===== config.mk =====
export PLATFORM = sky130hd
export DESIGN_NAME = mmf_top
export DESIGN_NICKNAME = d
export VERILOG_FILES = /design/src/pkg/mmf_pkg.sv /design/src/pkg/mmf_tbl_if.sv /design/src/logic/mmf_filter_table.sv /design/src/logic/mmf_top.sv /design/src/logic/mmf_us_timer.sv
export SDC_FILE = /design/constraint.sdc
export NUM_CORES = 2
export LEC_CHECK = 0
export BUFFER_PORTS_ARGS = -buffer_cell sky130_fd_sc_hd__clkbuf_2
export CAP_MARGIN = 40
export CORE_ASPECT_RATIO = 1.2
export CORE_MARGIN = 2
export CORE_UTILIZATION = 30
export CTS_BUF_LIST = sky130_fd_sc_hd__clkbuf_16
export DETAILED_ROUTE_END_ITERATION = 8
export PLACE_DENSITY = 0.46
export SLEW_MARGIN = 20
export SYNTH_ARGS = -nofsm -noshare
export SYNTH_HDL_FRONTEND = slang
export SYNTH_SLANG_ARGS = --single-unit

===== constraint.sdc =====
create_clock -name i_core_clk -period 3 [get_ports i_core_clk]
set_input_delay 0.15 -clock i_core_clk [delete_from_list [all_inputs] [get_ports i_core_clk]]
set_output_delay 0.15 -clock i_core_clk [all_outputs]
set_load 0.05 [all_outputs]

===== src/pkg/mmf_pkg.sv =====
// constants and types for the monitor message filter
// assumes a 125 MHz core clock and 16-bit host words
package mmf_pkg;
   // filter table placement in the shared ram
   localparam logic [15:0] TBL_BASE = 16'h0100;
   localparam int TBL_WORDS = 128;
   localparam logic [15:0] TBL_RST = 16'h0000;
   // monitor_configuration register
   localparam logic [15:0] CFG_ADDR = 16'h0029;
   localparam logic [15:0] CFG_RST = 16'h0000;
   localparam int CFG_TO_MSB = 15;
   localparam int CFG_TO_LSB = 14;
   localparam int CFG_WO_BIT = 13;
   // command word fields
   localparam int CW_RT_MSB = 15;
   localparam int CW_RT_LSB = 11;
   localparam int CW_TR = 10;
   localparam int CW_SA_MSB = 9;
   localparam int CW_SA_LSB = 5;
   localparam int CW_WC_MSB = 4;
   localparam logic [4:0] RT_BCAST = 5'h1F;
   localparam logic [4:0] SA_MODE_LO = 5'h00;
   localparam logic [4:0] SA_MODE_HI = 5'h1F;
   // timing: one microsecond tick in core clocks
   localparam int CLK_NS = 8;
   localparam int US_NS = 1000;
   localparam int US_CYCLES = US_NS / CLK_NS;
   // time-outs in microseconds: 16, 21, 80, 138
   localparam logic [7:0] TO_NORM_US [4] = '{8'h10, 8'h15, 8'h50, 8'h8A};
   // terminal-to-terminal: 61, 66, 122, 180
   localparam logic [7:0] TO_RTRT_US [4] = '{8'h3D, 8'h42, 8'h7A, 8'hB4};
   typedef enum logic [5:0] {
      ST_IDLE = 6'h01,
      ST_LOOKUP = 6'h02,
      ST_RXDATA = 6'h04,
      ST_RTRT_STAT = 6'h08,
      ST_TXDATA = 6'h10,
      ST_STATUS = 6'h20
   } mmf_state_t;
endpackage


===== src/pkg/mmf_tbl_if.sv =====
// carrier between the message sequencer and the filter table
// assumes both ends share the core clock
`timescale 1ns/100ps
interface mmf_tbl_if;
   logic [6:0] idx;
   logic [3:0] sel;
   logic hit;
   logic [15:0] haddr;
   logic [15:0] hwdata;
   logic [15:0] hrdata;
   logic hwr;
   modport ctrl(output idx, sel, haddr, hwdata, hwr, input hit, hrdata);
   modport tbl(input idx, sel, haddr, hwdata, hwr, output hit, hrdata);
endinterface


===== src/logic/mmf_filter_table.sv =====
// 128-word message filter table with host write and read paths
// assumes host writes are single-cycle strobes on the core clock
`timescale 1ns/100ps
module mmf_filter_table
   import mmf_pkg::*;
(
   input wire logic i_core_clk,
   input wire logic i_arst_n,
   mmf_tbl_if.tbl tbl
);
   logic [15:0] mem_q [TBL_WORDS];
   logic in_range;

   assign in_range = (tbl.haddr[15:7] == TBL_BASE[15:7]); // [RULE1]

   // kept in flops so the whole table clears on master reset
   for (genvar g = 0; g < TBL_WORDS; g++) begin : g_word
      always_ff @(posedge i_core_clk or negedge i_arst_n) begin
         if (!i_arst_n) begin
            mem_q[g] <= TBL_RST; // [RULE4]
         end else if (tbl.hwr && in_range && (tbl.haddr[6:0] == 7'(g))) begin
            mem_q[g] <= tbl.hwdata;
         end
      end
   end

   assign tbl.hit = mem_q[tbl.idx][tbl.sel]; // [RULE8]
   assign tbl.hrdata = in_range ? mem_q[tbl.haddr[6:0]] : 16'h0000;
endmodule


===== src/logic/mmf_top.sv =====
// message selection and no-response timing for the simple monitor
// assumes a word decoder feeding strobes synchronous to the core clock
`timescale 1ns/100ps
// Notes on behaviour
// RULE1 - selection table is 128 sixteen-bit words at ram word address 0x0100
// RULE2 - table bit 1 for a new message: ignore it, record nothing
// RULE3 - table bit 0 for a new message: record the whole message
// RULE4 - after master reset all table words 0x0100-0x017F read zero
// RULE5 - every valid command word after an idle bus starts a filtered message
// RULE6 - table index is terminal address, transmit/receive bit, subaddress msb
// RULE7 - four words per terminal: rx 0-15, rx 16-31, tx 0-15, tx 16-31
// RULE8 - bit tested equals the low four subaddress bits
// RULE9 - configuration bits 15:14 pick one of four no-response time-outs
// RULE10 - normal time-out runs from command end to status mid-sync; code starts it at the last data word end when data precede status
// RULE11 - codes give 16/21/80/138 us, or 61/66/122/180 us terminal-to-terminal
// RULE12 - lookup finishes before any word of the message is recorded
module mmf_top
   import mmf_pkg::*;
(
   input wire logic i_core_clk,
   input wire logic i_arst_n,
   input wire logic i_host_wr,
   input wire logic [15:0] i_host_addr,
   input wire logic [15:0] i_host_wdata,
   output logic [15:0] o_host_rdata,
   input wire logic i_word_valid,
   input wire logic i_word_cmd,
   input wire logic i_word_ok,
   input wire logic i_word_after_gap,
   input wire logic [15:0] i_word_data,
   input wire logic i_mid_parity,
   input wire logic i_mid_sync,
   output logic o_msg_start,
   output logic o_msg_ignored,
   output logic o_rec_valid,
   output logic o_rec_cmd_sync,
   output logic [15:0] o_rec_word,
   output logic o_no_response
);
   mmf_tbl_if tbl();
   mmf_state_t state_q;
   logic [15:0] cfg_q;
   logic [15:0] cmd_q;
   logic ignored_q;
   logic rtrt_q;
   logic bcast_q;
   logic [5:0] left_q;
   logic new_msg;
   logic cmd_bcast;
   logic norm_start;
   logic norm_stop;
   logic norm_exp;
   logic rtrt_start;
   logic rtrt_stop;
   logic rtrt_exp;
   logic timeout;
   logic [7:0] norm_lim;
   logic [7:0] rtrt_lim;

   // data words carried by a command; mode codes carry one when code msb is set
   function automatic logic [5:0] data_words(input logic [15:0] cw);
      logic [4:0] sa;
      sa = cw[CW_SA_MSB:CW_SA_LSB];
      if (sa == SA_MODE_LO || sa == SA_MODE_HI) begin
         data_words = {5'h00, cw[CW_WC_MSB]};
      end else if (cw[CW_WC_MSB:0] == 5'h00) begin
         data_words = 6'h20;
      end else begin
         data_words = {1'b0, cw[CW_WC_MSB:0]};
      end
   endfunction

   mmf_filter_table u_table (
      .i_core_clk(i_core_clk),
      .i_arst_n(i_arst_n),
      .tbl(tbl.tbl)
   );

   assign new_msg = (state_q == ST_IDLE) && i_word_valid && i_word_cmd && i_word_ok
      && i_word_after_gap; // [RULE5]
   assign cmd_bcast = (i_word_data[CW_RT_MSB:CW_RT_LSB] == RT_BCAST);

   // table word = base + {rt, t/r, sa msb}, four words per terminal
   assign tbl.idx = {cmd_q[CW_RT_MSB:CW_RT_LSB], cmd_q[CW_TR], cmd_q[CW_SA_MSB]}; // [RULE6] [RULE7]
   assign tbl.sel = cmd_q[CW_SA_LSB + 3:CW_SA_LSB]; // [RULE8]
   assign tbl.haddr = i_host_addr;
   assign tbl.hwdata = i_host_wdata;
   assign tbl.hwr = i_host_wr;

   // host side: configuration register and read data
   always_ff @(posedge i_core_clk or negedge i_arst_n) begin
      if (!i_arst_n) begin
         cfg_q <= CFG_RST;
      end else if (i_host_wr && i_host_addr == CFG_ADDR) begin
         cfg_q <= i_host_wdata;
      end
   end

   // bit 13 is write-only and reads back zero
   always_ff @(posedge i_core_clk or negedge i_arst_n) begin
      if (!i_arst_n) begin
         o_host_rdata <= 16'h0000;
      end else if (i_host_addr == CFG_ADDR) begin
         o_host_rdata <= cfg_q & ~(16'h0001 << CFG_WO_BIT);
      end else begin
         o_host_rdata <= tbl.hrdata;
      end
   end

   assign norm_lim = TO_NORM_US[cfg_q[CFG_TO_MSB:CFG_TO_LSB]]; // [RULE9] [RULE11]
   assign rtrt_lim = TO_RTRT_US[cfg_q[CFG_TO_MSB:CFG_TO_LSB]]; // [RULE11]

   // normal time-out starts at the end of the word after which status is due
   assign norm_start = (new_msg && !cmd_bcast
         && (i_word_data[CW_TR] || data_words(i_word_data) == 6'h00))
      || (state_q == ST_RXDATA && i_word_valid && !i_word_cmd && left_q == 6'h01 && !bcast_q)
      || (state_q == ST_TXDATA && i_word_valid && left_q == 6'h01 && rtrt_q); // [RULE10]
   assign norm_stop = i_mid_sync && state_q == ST_STATUS; // [RULE10]
   // terminal-to-terminal timing runs from mid-parity of the receive command
   assign rtrt_start = i_mid_parity && state_q == ST_IDLE; // [RULE11]
   assign rtrt_stop = i_mid_sync && state_q == ST_TXDATA; // [RULE11]
   assign timeout = (norm_exp && state_q == ST_STATUS)
      || (rtrt_exp && rtrt_q && (state_q == ST_RTRT_STAT || state_q == ST_TXDATA));

   mmf_us_timer u_norm_tmr (
      .i_core_clk(i_core_clk),
      .i_arst_n(i_arst_n),
      .i_start(norm_start),
      .i_stop(norm_stop),
      .i_limit_us(norm_lim),
      .o_expired(norm_exp)
   );

   mmf_us_timer u_rtrt_tmr (
      .i_core_clk(i_core_clk),
      .i_arst_n(i_arst_n),
      .i_start(rtrt_start),
      .i_stop(rtrt_stop),
      .i_limit_us(rtrt_lim),
      .o_expired(rtrt_exp)
   );

   // message sequencer
   always_ff @(posedge i_core_clk or negedge i_arst_n) begin
      if (!i_arst_n) begin
         state_q <= ST_IDLE;
         cmd_q <= 16'h0000;
         left_q <= 6'h00;
         rtrt_q <= 1'b0;
         bcast_q <= 1'b0;
      end else if (timeout) begin
         state_q <= ST_IDLE;
         rtrt_q <= 1'b0;
      end else begin
         case (state_q)
            ST_IDLE: begin
               if (new_msg) begin
                  cmd_q <= i_word_data;
                  bcast_q <= cmd_bcast;
                  rtrt_q <= 1'b0;
                  state_q <= ST_LOOKUP; // [RULE12]
               end
            end
            ST_LOOKUP: begin
               left_q <= data_words(cmd_q);
               if (cmd_q[CW_TR]) begin
                  state_q <= bcast_q ? ST_IDLE : ST_STATUS;
               end else if (data_words(cmd_q) != 6'h00) begin
                  state_q <= ST_RXDATA;
               end else begin
                  state_q <= bcast_q ? ST_IDLE : ST_STATUS;
               end
            end
            ST_RXDATA: begin
               if (i_word_valid && i_word_cmd && left_q == data_words(cmd_q)) begin
                  // second contiguous command: terminal-to-terminal transfer
                  rtrt_q <= 1'b1;
                  left_q <= data_words(i_word_data);
                  state_q <= ST_RTRT_STAT;
               end else if (i_word_valid) begin
                  left_q <= left_q - 6'h01;
                  if (left_q == 6'h01) begin
                     state_q <= bcast_q ? ST_IDLE : ST_STATUS;
                  end
               end
            end
            ST_RTRT_STAT: begin
               if (i_word_valid) begin
                  state_q <= (left_q == 6'h00) ? ST_STATUS : ST_TXDATA;
               end
            end
            ST_TXDATA: begin
               if (i_word_valid) begin
                  left_q <= left_q - 6'h01;
                  if (left_q == 6'h01) begin
                     state_q <= rtrt_q ? ST_STATUS : ST_IDLE;
                  end
               end
            end
            ST_STATUS: begin
               if (i_word_valid) begin
                  state_q <= (left_q != 6'h00 && !rtrt_q) ? ST_TXDATA : ST_IDLE;
               end
            end
            default: begin
               state_q <= ST_IDLE;
            end
         endcase
      end
   end

   // filter decision is taken in the lookup cycle, before anything is recorded
   always_ff @(posedge i_core_clk or negedge i_arst_n) begin
      if (!i_arst_n) begin
         ignored_q <= 1'b0;
      end else if (state_q == ST_LOOKUP) begin
         ignored_q <= tbl.hit; // [RULE2] [RULE3]
      end
   end

   always_ff @(posedge i_core_clk or negedge i_arst_n) begin
      if (!i_arst_n) begin
         o_msg_start <= 1'b0;
         o_msg_ignored <= 1'b0;
         o_no_response <= 1'b0;
      end else begin
         o_msg_start <= (state_q == ST_LOOKUP);
         o_msg_ignored <= (state_q == ST_LOOKUP) && tbl.hit; // [RULE2]
         o_no_response <= timeout;
      end
   end

   // record path: command word once the lookup clears it, then message words
   always_ff @(posedge i_core_clk or negedge i_arst_n) begin
      if (!i_arst_n) begin
         o_rec_valid <= 1'b0;
         o_rec_cmd_sync <= 1'b0;
         o_rec_word <= 16'h0000;
      end else if (state_q == ST_LOOKUP) begin
         o_rec_valid <= !tbl.hit; // [RULE3] [RULE12]
         o_rec_cmd_sync <= 1'b1;
         o_rec_word <= cmd_q;
      end else begin
         o_rec_valid <= i_word_valid && !ignored_q
            && state_q != ST_IDLE; // [RULE2]
         o_rec_cmd_sync <= i_word_cmd;
         o_rec_word <= i_word_data;
      end
   end
endmodule


===== src/logic/mmf_us_timer.sv =====
// no-response timer counting whole microseconds from a start pulse
// assumes start, stop and limit are synchronous to the core clock
`timescale 1ns/100ps
module mmf_us_timer
   import mmf_pkg::*;
(
   input wire logic i_core_clk,
   input wire logic i_arst_n,
   input wire logic i_start,
   input wire logic i_stop,
   input wire logic [7:0] i_limit_us,
   output logic o_expired
);
   localparam logic [6:0] PRE_LAST = 7'(US_CYCLES - 1);
   logic run_q;
   logic [6:0] pre_q;
   logic [7:0] us_q;
   logic tick;

   assign tick = run_q && (pre_q == PRE_LAST);

   always_ff @(posedge i_core_clk or negedge i_arst_n) begin
      if (!i_arst_n) begin
         run_q <= 1'b0;
         pre_q <= 7'h00;
         us_q <= 8'h00;
      end else if (i_start) begin
         run_q <= 1'b1;
         pre_q <= 7'h00;
         us_q <= 8'h00;
      end else if (i_stop || (tick && (us_q + 8'h01 == i_limit_us))) begin
         run_q <= 1'b0;
      end else if (run_q) begin
         pre_q <= tick ? 7'h00 : pre_q + 7'h01;
         us_q <= tick ? us_q + 8'h01 : us_q;
      end
   end

   // restart wins over a stale expiry in the same cycle
   always_ff @(posedge i_core_clk or negedge i_arst_n) begin
      if (!i_arst_n) begin
         o_expired <= 1'b0;
      end else begin
         o_expired <= !i_start && !i_stop && tick && (us_q + 8'h01 == i_limit_us);
      end
   end
endmodule


== Word level (Yosys, flattened, before mapping) ==
Cells that the tools add are included.

* Bits of input ports: 57
* Register bits after elaboration: 2,166

* $lt $le $gt $ge: 4
* Equal/unequal tests: 155
* Bitwise gates (word level): 4
* Reduce and logical (&&, ||, !) cells: 209
* $add $sub $neg: 5
* Muxes and demuxes: 71

{| class="wikitable"
|+ Operator list
! cell !! count
|-
| $eq 7x7->1 const B || 66
|-
| $bmux 16 s7 || 2
|-
| $eq 7x6->1 const B || 32
|-
| $logic_and 1x1->1 || 165
|-
| $mux 6 || 25
|-
| $eq 7x5->1 const B || 16
|-
| $mux 16 || 7
|-
| $mux 8 || 12
|-
| $eq 7x4->1 const B || 8
|-
| $mux 7 || 8
|-
| $pmux 6 s6 || 1
|-
| $bmux 8 s2 || 2
|-
| $eq 7x3->1 const B || 4
|-
| $logic_not 5->1 || 4
|-
| $pmux 6 s3 || 1
|-
| $add 8x1->8 const B || 2
|-
| $eq 16x6->1 const B || 1
|-
| $eq 8x8->1 || 2
|-
| $ge 8x8->1 const B || 2
|-
| $not 7->8 || 2
|-
| $eq 5x5->1 const B || 3
|-
| $add 7x1->7 const B || 2
|-
| $eq 7x2->1 const B || 2
|-
| $eq 6x1->1 const B || 2
|-
| other kinds (33) || 77
|}

== Logic depth before layout (Yosys ltp) ==
* Depth after elaboration: 13
* Gate-level depth with buffers: 16

== By module ==
Synthesis repeated with hierarchy kept, for this count alone.

* Cell total of the unflattened synthesis: 7,790
* Area, all modules: 116,466.7 µm²

{| class="wikitable"
|+ Modules (own cells, without submodules)
! module !! cells each !! area each (µm²) !! instances
|-
| mmf_filter_table || 7,120 || 109,958.0 || 1
|-
| mmf_top || 397 || 4,046.4 || 1
|-
| mmf_us_timer (u_norm_tmr) || 141 || 1,265.0 || 1
|-
| mmf_us_timer (u_rtrt_tmr) || 132 || 1,197.4 || 1
|}

== Worst setup path before layout ==
Ideal clock, no wire load.

* Kind: register to register
* Start: reg cmd_q[9]
* End: reg ignored_q
* Data required time: 2.863 ns
* Clock period less this slack: 3.107 ns
* Stages on the path, launching flop included: 15
* Setup slack: -0.107 ns
* Buffers on the path: 7
* Data arrival time: 2.970 ns
* Library setup time: 0.137 ns
* Cells stage by stage: dfrtp_1 -> buf_6 -> buf_12 -> buf_12 -> buf_12 -> buf_6 -> buf_6 -> buf_2 -> mux4_2 -> a221oi_2 -> o22ai_1 -> nor3_1 -> nor4_2 -> nor4_4 -> a21oi_1

* Cells in the longest elaborated chain, start to end: 6

{| class="wikitable"
|+ Ends and longest elaborated chain
! what !! line !! RTL
|-
| from (decl) || mmf_top.sv:43 || <nowiki>logic [15:0] cmd_q;</nowiki>
|-
| from (signal assigned) || mmf_top.sv:158 || <nowiki>cmd_q <= i_word_data;</nowiki>
|-
| $not 7->8 (not written as such) || mmf_filter_table.sv:27 || <nowiki>assign tbl.hit = mem_q[tbl.idx][tbl.sel];</nowiki>
|-
| $bmux 16 s7 || mmf_filter_table.sv:27 ||
|-
| $mux 16 (not written as such) (2 in series) || mmf_filter_table.sv:27 ||
|-
| $bmux 1 s4 || mmf_filter_table.sv:27 ||
|-
| $mux 1 (not written as such) || mmf_filter_table.sv:27 ||
|-
| to (signal assigned) || mmf_top.sv:217 || <nowiki>ignored_q <= tbl.hit;</nowiki>
|-
| to (decl) || mmf_top.sv:44 || <nowiki>logic ignored_q;</nowiki>
|}

No other way between the ends. The select of a mux whose other input is x is not followed.
A chain may end at the register's enable or synchronous reset.

== Worst setup path in the final report ==
* Start: reg cmd_q[9]
* End: reg o_rec_valid

* Cells in the longest elaborated chain, start to end: 8

{| class="wikitable"
|+ Ends and longest elaborated chain
! what !! line !! RTL
|-
| $not 7->8 (not written as such) || mmf_filter_table.sv:27 ||
|-
| $bmux 16 s7 || mmf_filter_table.sv:27 ||
|-
| $mux 16 (not written as such) (2 in series) || mmf_filter_table.sv:27 ||
|-
| $bmux 1 s4 || mmf_filter_table.sv:27 ||
|-
| $mux 1 (not written as such) || mmf_filter_table.sv:27 ||
|-
| $logic_not 1->1 || mmf_top.sv:240 || <nowiki>o_rec_valid <= !tbl.hit;</nowiki>
|-
| $mux 1 || mmf_top.sv:239 || <nowiki>end else if (state_q == ST_LOOKUP) begin</nowiki>
|-
| to (signal assigned) || mmf_top.sv:240 ||
|-
| to (signal assigned) || mmf_top.sv:244 || <nowiki>o_rec_valid <= i_word_valid && !ignored_q</nowiki>
|-
| to (decl) || mmf_top.sv:35 || <nowiki>output logic o_rec_valid,</nowiki>
|}

No other way between the ends. The select of a mux whose other input is x is not followed.

==> results.cfg <==
[floorplanning]
die_w_um = 570.3
die_h_um = 683.5
io_pins = 94
core_region_area_um2 = 383200
row_count = 249
die_area_um2 = 389800
start_util = 0.3012

[placement]
dpl_cell_area_um2 = 131700
pre_cts_ws_ps = -1535
hpwl_um = 314900
numPlacedInstances = 12960
portBuffers = 93
gp_congestion = 0.9046

[grt]
grtUsageTotal = 0.2362
overflow = 0
grt_first_pass_wirelength_um = 654000
grt_max_degree = 130
grt_pass1_vias = 80920
antenna_found_initial = 33

[clock_tree]
cts_tree = done
clock_sinks = 2165
cts_buffers = 243
clk_pin_slew_ps = 60
cts.path.max_buffers = 4
worst_skew_pair.late_latency_ps = 960
cts-htree-levels = 4
cts-root-buf = clkbuf_16

[synth]
syn_inst = 7435
yosys_warnings = 0
synth_flop_cell = dfrtp_1
synth-async-reset-ratio = 1.000
syn_nets = 7504
synth_area_per_cell_um2 = 15.53
synth_edf_count = 0
seq_area_frac_synth = 0.4694
synth_seq_cells = 2165
netlist_area_um2 = 115400
synth.distinct_cells = 89

[timing]
rsz0062_at_grt = yes
tns_ps = -8629
fmax_mhz = 257.5
layout_setup_ws_ps = -883.1
finalMaxSlewViolations = 0
worstMarginPinSlew_ps = 1177
max-slew-margin-rel = 0.2153
finClkSkew_ps = 62.63
fin_crit_sh = 1.294
hold_viol_final = 0
hold_ws_ps = 70.13
period_needed_ps = 3883
finalSetupViolCount = 16

[routing]
wire_per_inst_um = 34.33
highest_layer = met5
wl_um = 465700
drtPass1Iterations = 7
vias = 76700
met3_length_um = 23190
drt-initial-drc-count = 6598
wl_met2_um = 227500
routed_via_density = 5.654
ant_nets = 0
drc = 0
drt-met1-wl_um = 185100

[run_status]
violations = setup timing
status = finished, violations left

[final_layout]
nets = 8388
fillCellCount = 36050
drive_gt1_frac = 0.6026
layout_commonest_cell = dfrtp_1
final_core_util = 0.3697
layout.cells.non_filler = 13560
syn_to_final_growth_pct = 22.73
final_cell_mix = 2158 x dfrtp_1, 2070 x mux2_2, 1136 x mux4_2, 895 x buf_4, 305 x buf_12
final_cell_area_um2 = 141700

[worst_setup_path]
crit_chain = buf_12 > buf_12 > buf_12 > buf_4 > nor2b_2 > buf_12 > a22oi_1 > nand4_1 > nand4_1 > nor4_4 > buf_4 > nor3_1 > and4bb_1 > nor4_4 > buf_12 > a32o_1
critPathMaxStageDelay_ps = 500
endpoint_kind = register
cp_data_required_time_ps = 3830
crit_path_max_fanout = 13
crit_path_start_kind = register
crit_top_cell = buf_12
crit_type = reg -> reg
crit_path_top_delay_cell = dfrtp_4
arrival_ps = 4710

[power_and_ir_drop]
ir_drop_v = 0.0005598
p_leak_nw = 63.74
power.density_nw_per_um2 = 615.0
p_total_mw = 87.12

[hold_path]
holdCritPathClass = in -> reg

[run]
cap_violations = 0
## layout make-up
cell class / instances / area (µm²) / share of cell area
multi-input cells: 4506 / 58730 / 0.4145
flip-flops and latches: 2165 / 54200 / 0.3826
repair buffers: 1383 / 14750 / 0.1041
well taps: 5020 / 6281 / 0.04434
clock buffers: 245 / 6131 / 0.04328
clock inverters: 199 / 1434 / 0.01012
inverters: 20 / 80.08 / 0.0005652
diodes: 26 / 65.06 / 0.0004593
## path summary, 6_finish.rpt
check / cells after the start / to / slack, ps / from
max: 16 / o_rec_valid / -880 / cmd_q[9]
max in group asynchronous: 4 / u_table.mem_q[1173] / 1890 / i_arst_n
min: 4 / o_rec_word[15] / 70 / i_word_data[15]
min reg2reg: 1 / cfg_q[5] / 510 / cfg_q[5]
min in group asynchronous: 3 / u_table.mem_q[27] / 250 / i_arst_n
max reg2reg: 16 / o_rec_valid / -880 / cmd_q[9]
## cell families (layout without fill, tap and decap cells)
kind of cell	count (synthesis)	in the layout	synth area share
XOR/XNOR	32	32	0.002428
AND/OR/NAND/NOR	641	641	0.02727
adder cells (fa/ha/maj)	12	12	0.001301
AO/OA/AOI/OAI	409	409	0.02417
other	0	26	0
flip-flops	2165	2165	0.4694
buffers and inverters	764	1847	0.03121
multiplexers	3412	3412	0.4443
## timing repair
action,4_1_cts,5_1_grt
endpoints found under the setup margin,19,18
gates resized for setup,106,88
gates cloned,4,5
hold buffers,50,0
buffers inserted,28,52
endpoints found under the hold margin,2115,0
pin swaps,22,33
## sequential cells by signal, summed over array words and instances (netlist names), 6 cells and up
signal,cells
u_table.mem_q,2048
cmd_q,16
o_host_rdata,16
o_rec_word,16
cfg_q,15
u_norm_tmr.us_q,8
u_rtrt_tmr.us_q,8
u_norm_tmr.pre_q,7
u_rtrt_tmr.pre_q,7
left_q,6
state_q,6
## synthesized netlist by cell type (16+ instances only)
master | instances | share of area
dfrtp_1 | 2164 | 0.47
mux2_2 | 2070 | 0.20
mux4_2 | 1133 | 0.22
clkbuf_1 | 476 | 0.015
nor2_1 | 212 | 0.0069
mux2i_1 | 160 | 0.014
nand2_1 | 159 | 0.0052
buf_2 | 101 | 0.0044
a22oi_1 | 96 | 0.0062
buf_1 | 77 | 0.0025
a21oi_1 | 69 | 0.0030
o21ai_0 | 63 | 0.0027
nand3_1 | 58 | 0.0025
buf_4 | 43 | 0.0028
o22ai_1 | 42 | 0.0023
buf_6 | 34 | 0.0033
mux2_1 | 29 | 0.0028
nor2b_1 | 27 | 0.0015
nor3_1 | 25 | 0.0011
mux4_1 | 20 | 0.0046
nor4_1 | 20 | 0.0011
a221oi_1 | 18 | 0.0014
nand2b_1 | 18 | 0.00098
inv_1 | 17 | 0.00055
xnor2_1 | 17 | 0.0013
a22o_1 | 16 | 0.0012
## critical path, delay by kind of cell (launching register included)
kind | cells | cell delay, ps
compound gates | 2 | 430
simple gates | 7 | 1680
buf+inv | 7 | 1130
flops | 1 | 500
## report_power, final
part / internal, mW / switching (mW)
Sequential: 29.6 / 0.526
Clock: 16.3 / 13.1
Combinational: 11.3 / 16.3
Total: 57.1 / 30.0
## layer usage
layer / GRT usage / vias up
met5: 0 / -
met4: 0.1322 / 10
met3: 0.03230 / 828
met2: 0.3917 / 2608
met1: 0.2962 / 42490
li1: - / 30760
Note: power is estimated with default switching activity, not from simulation.
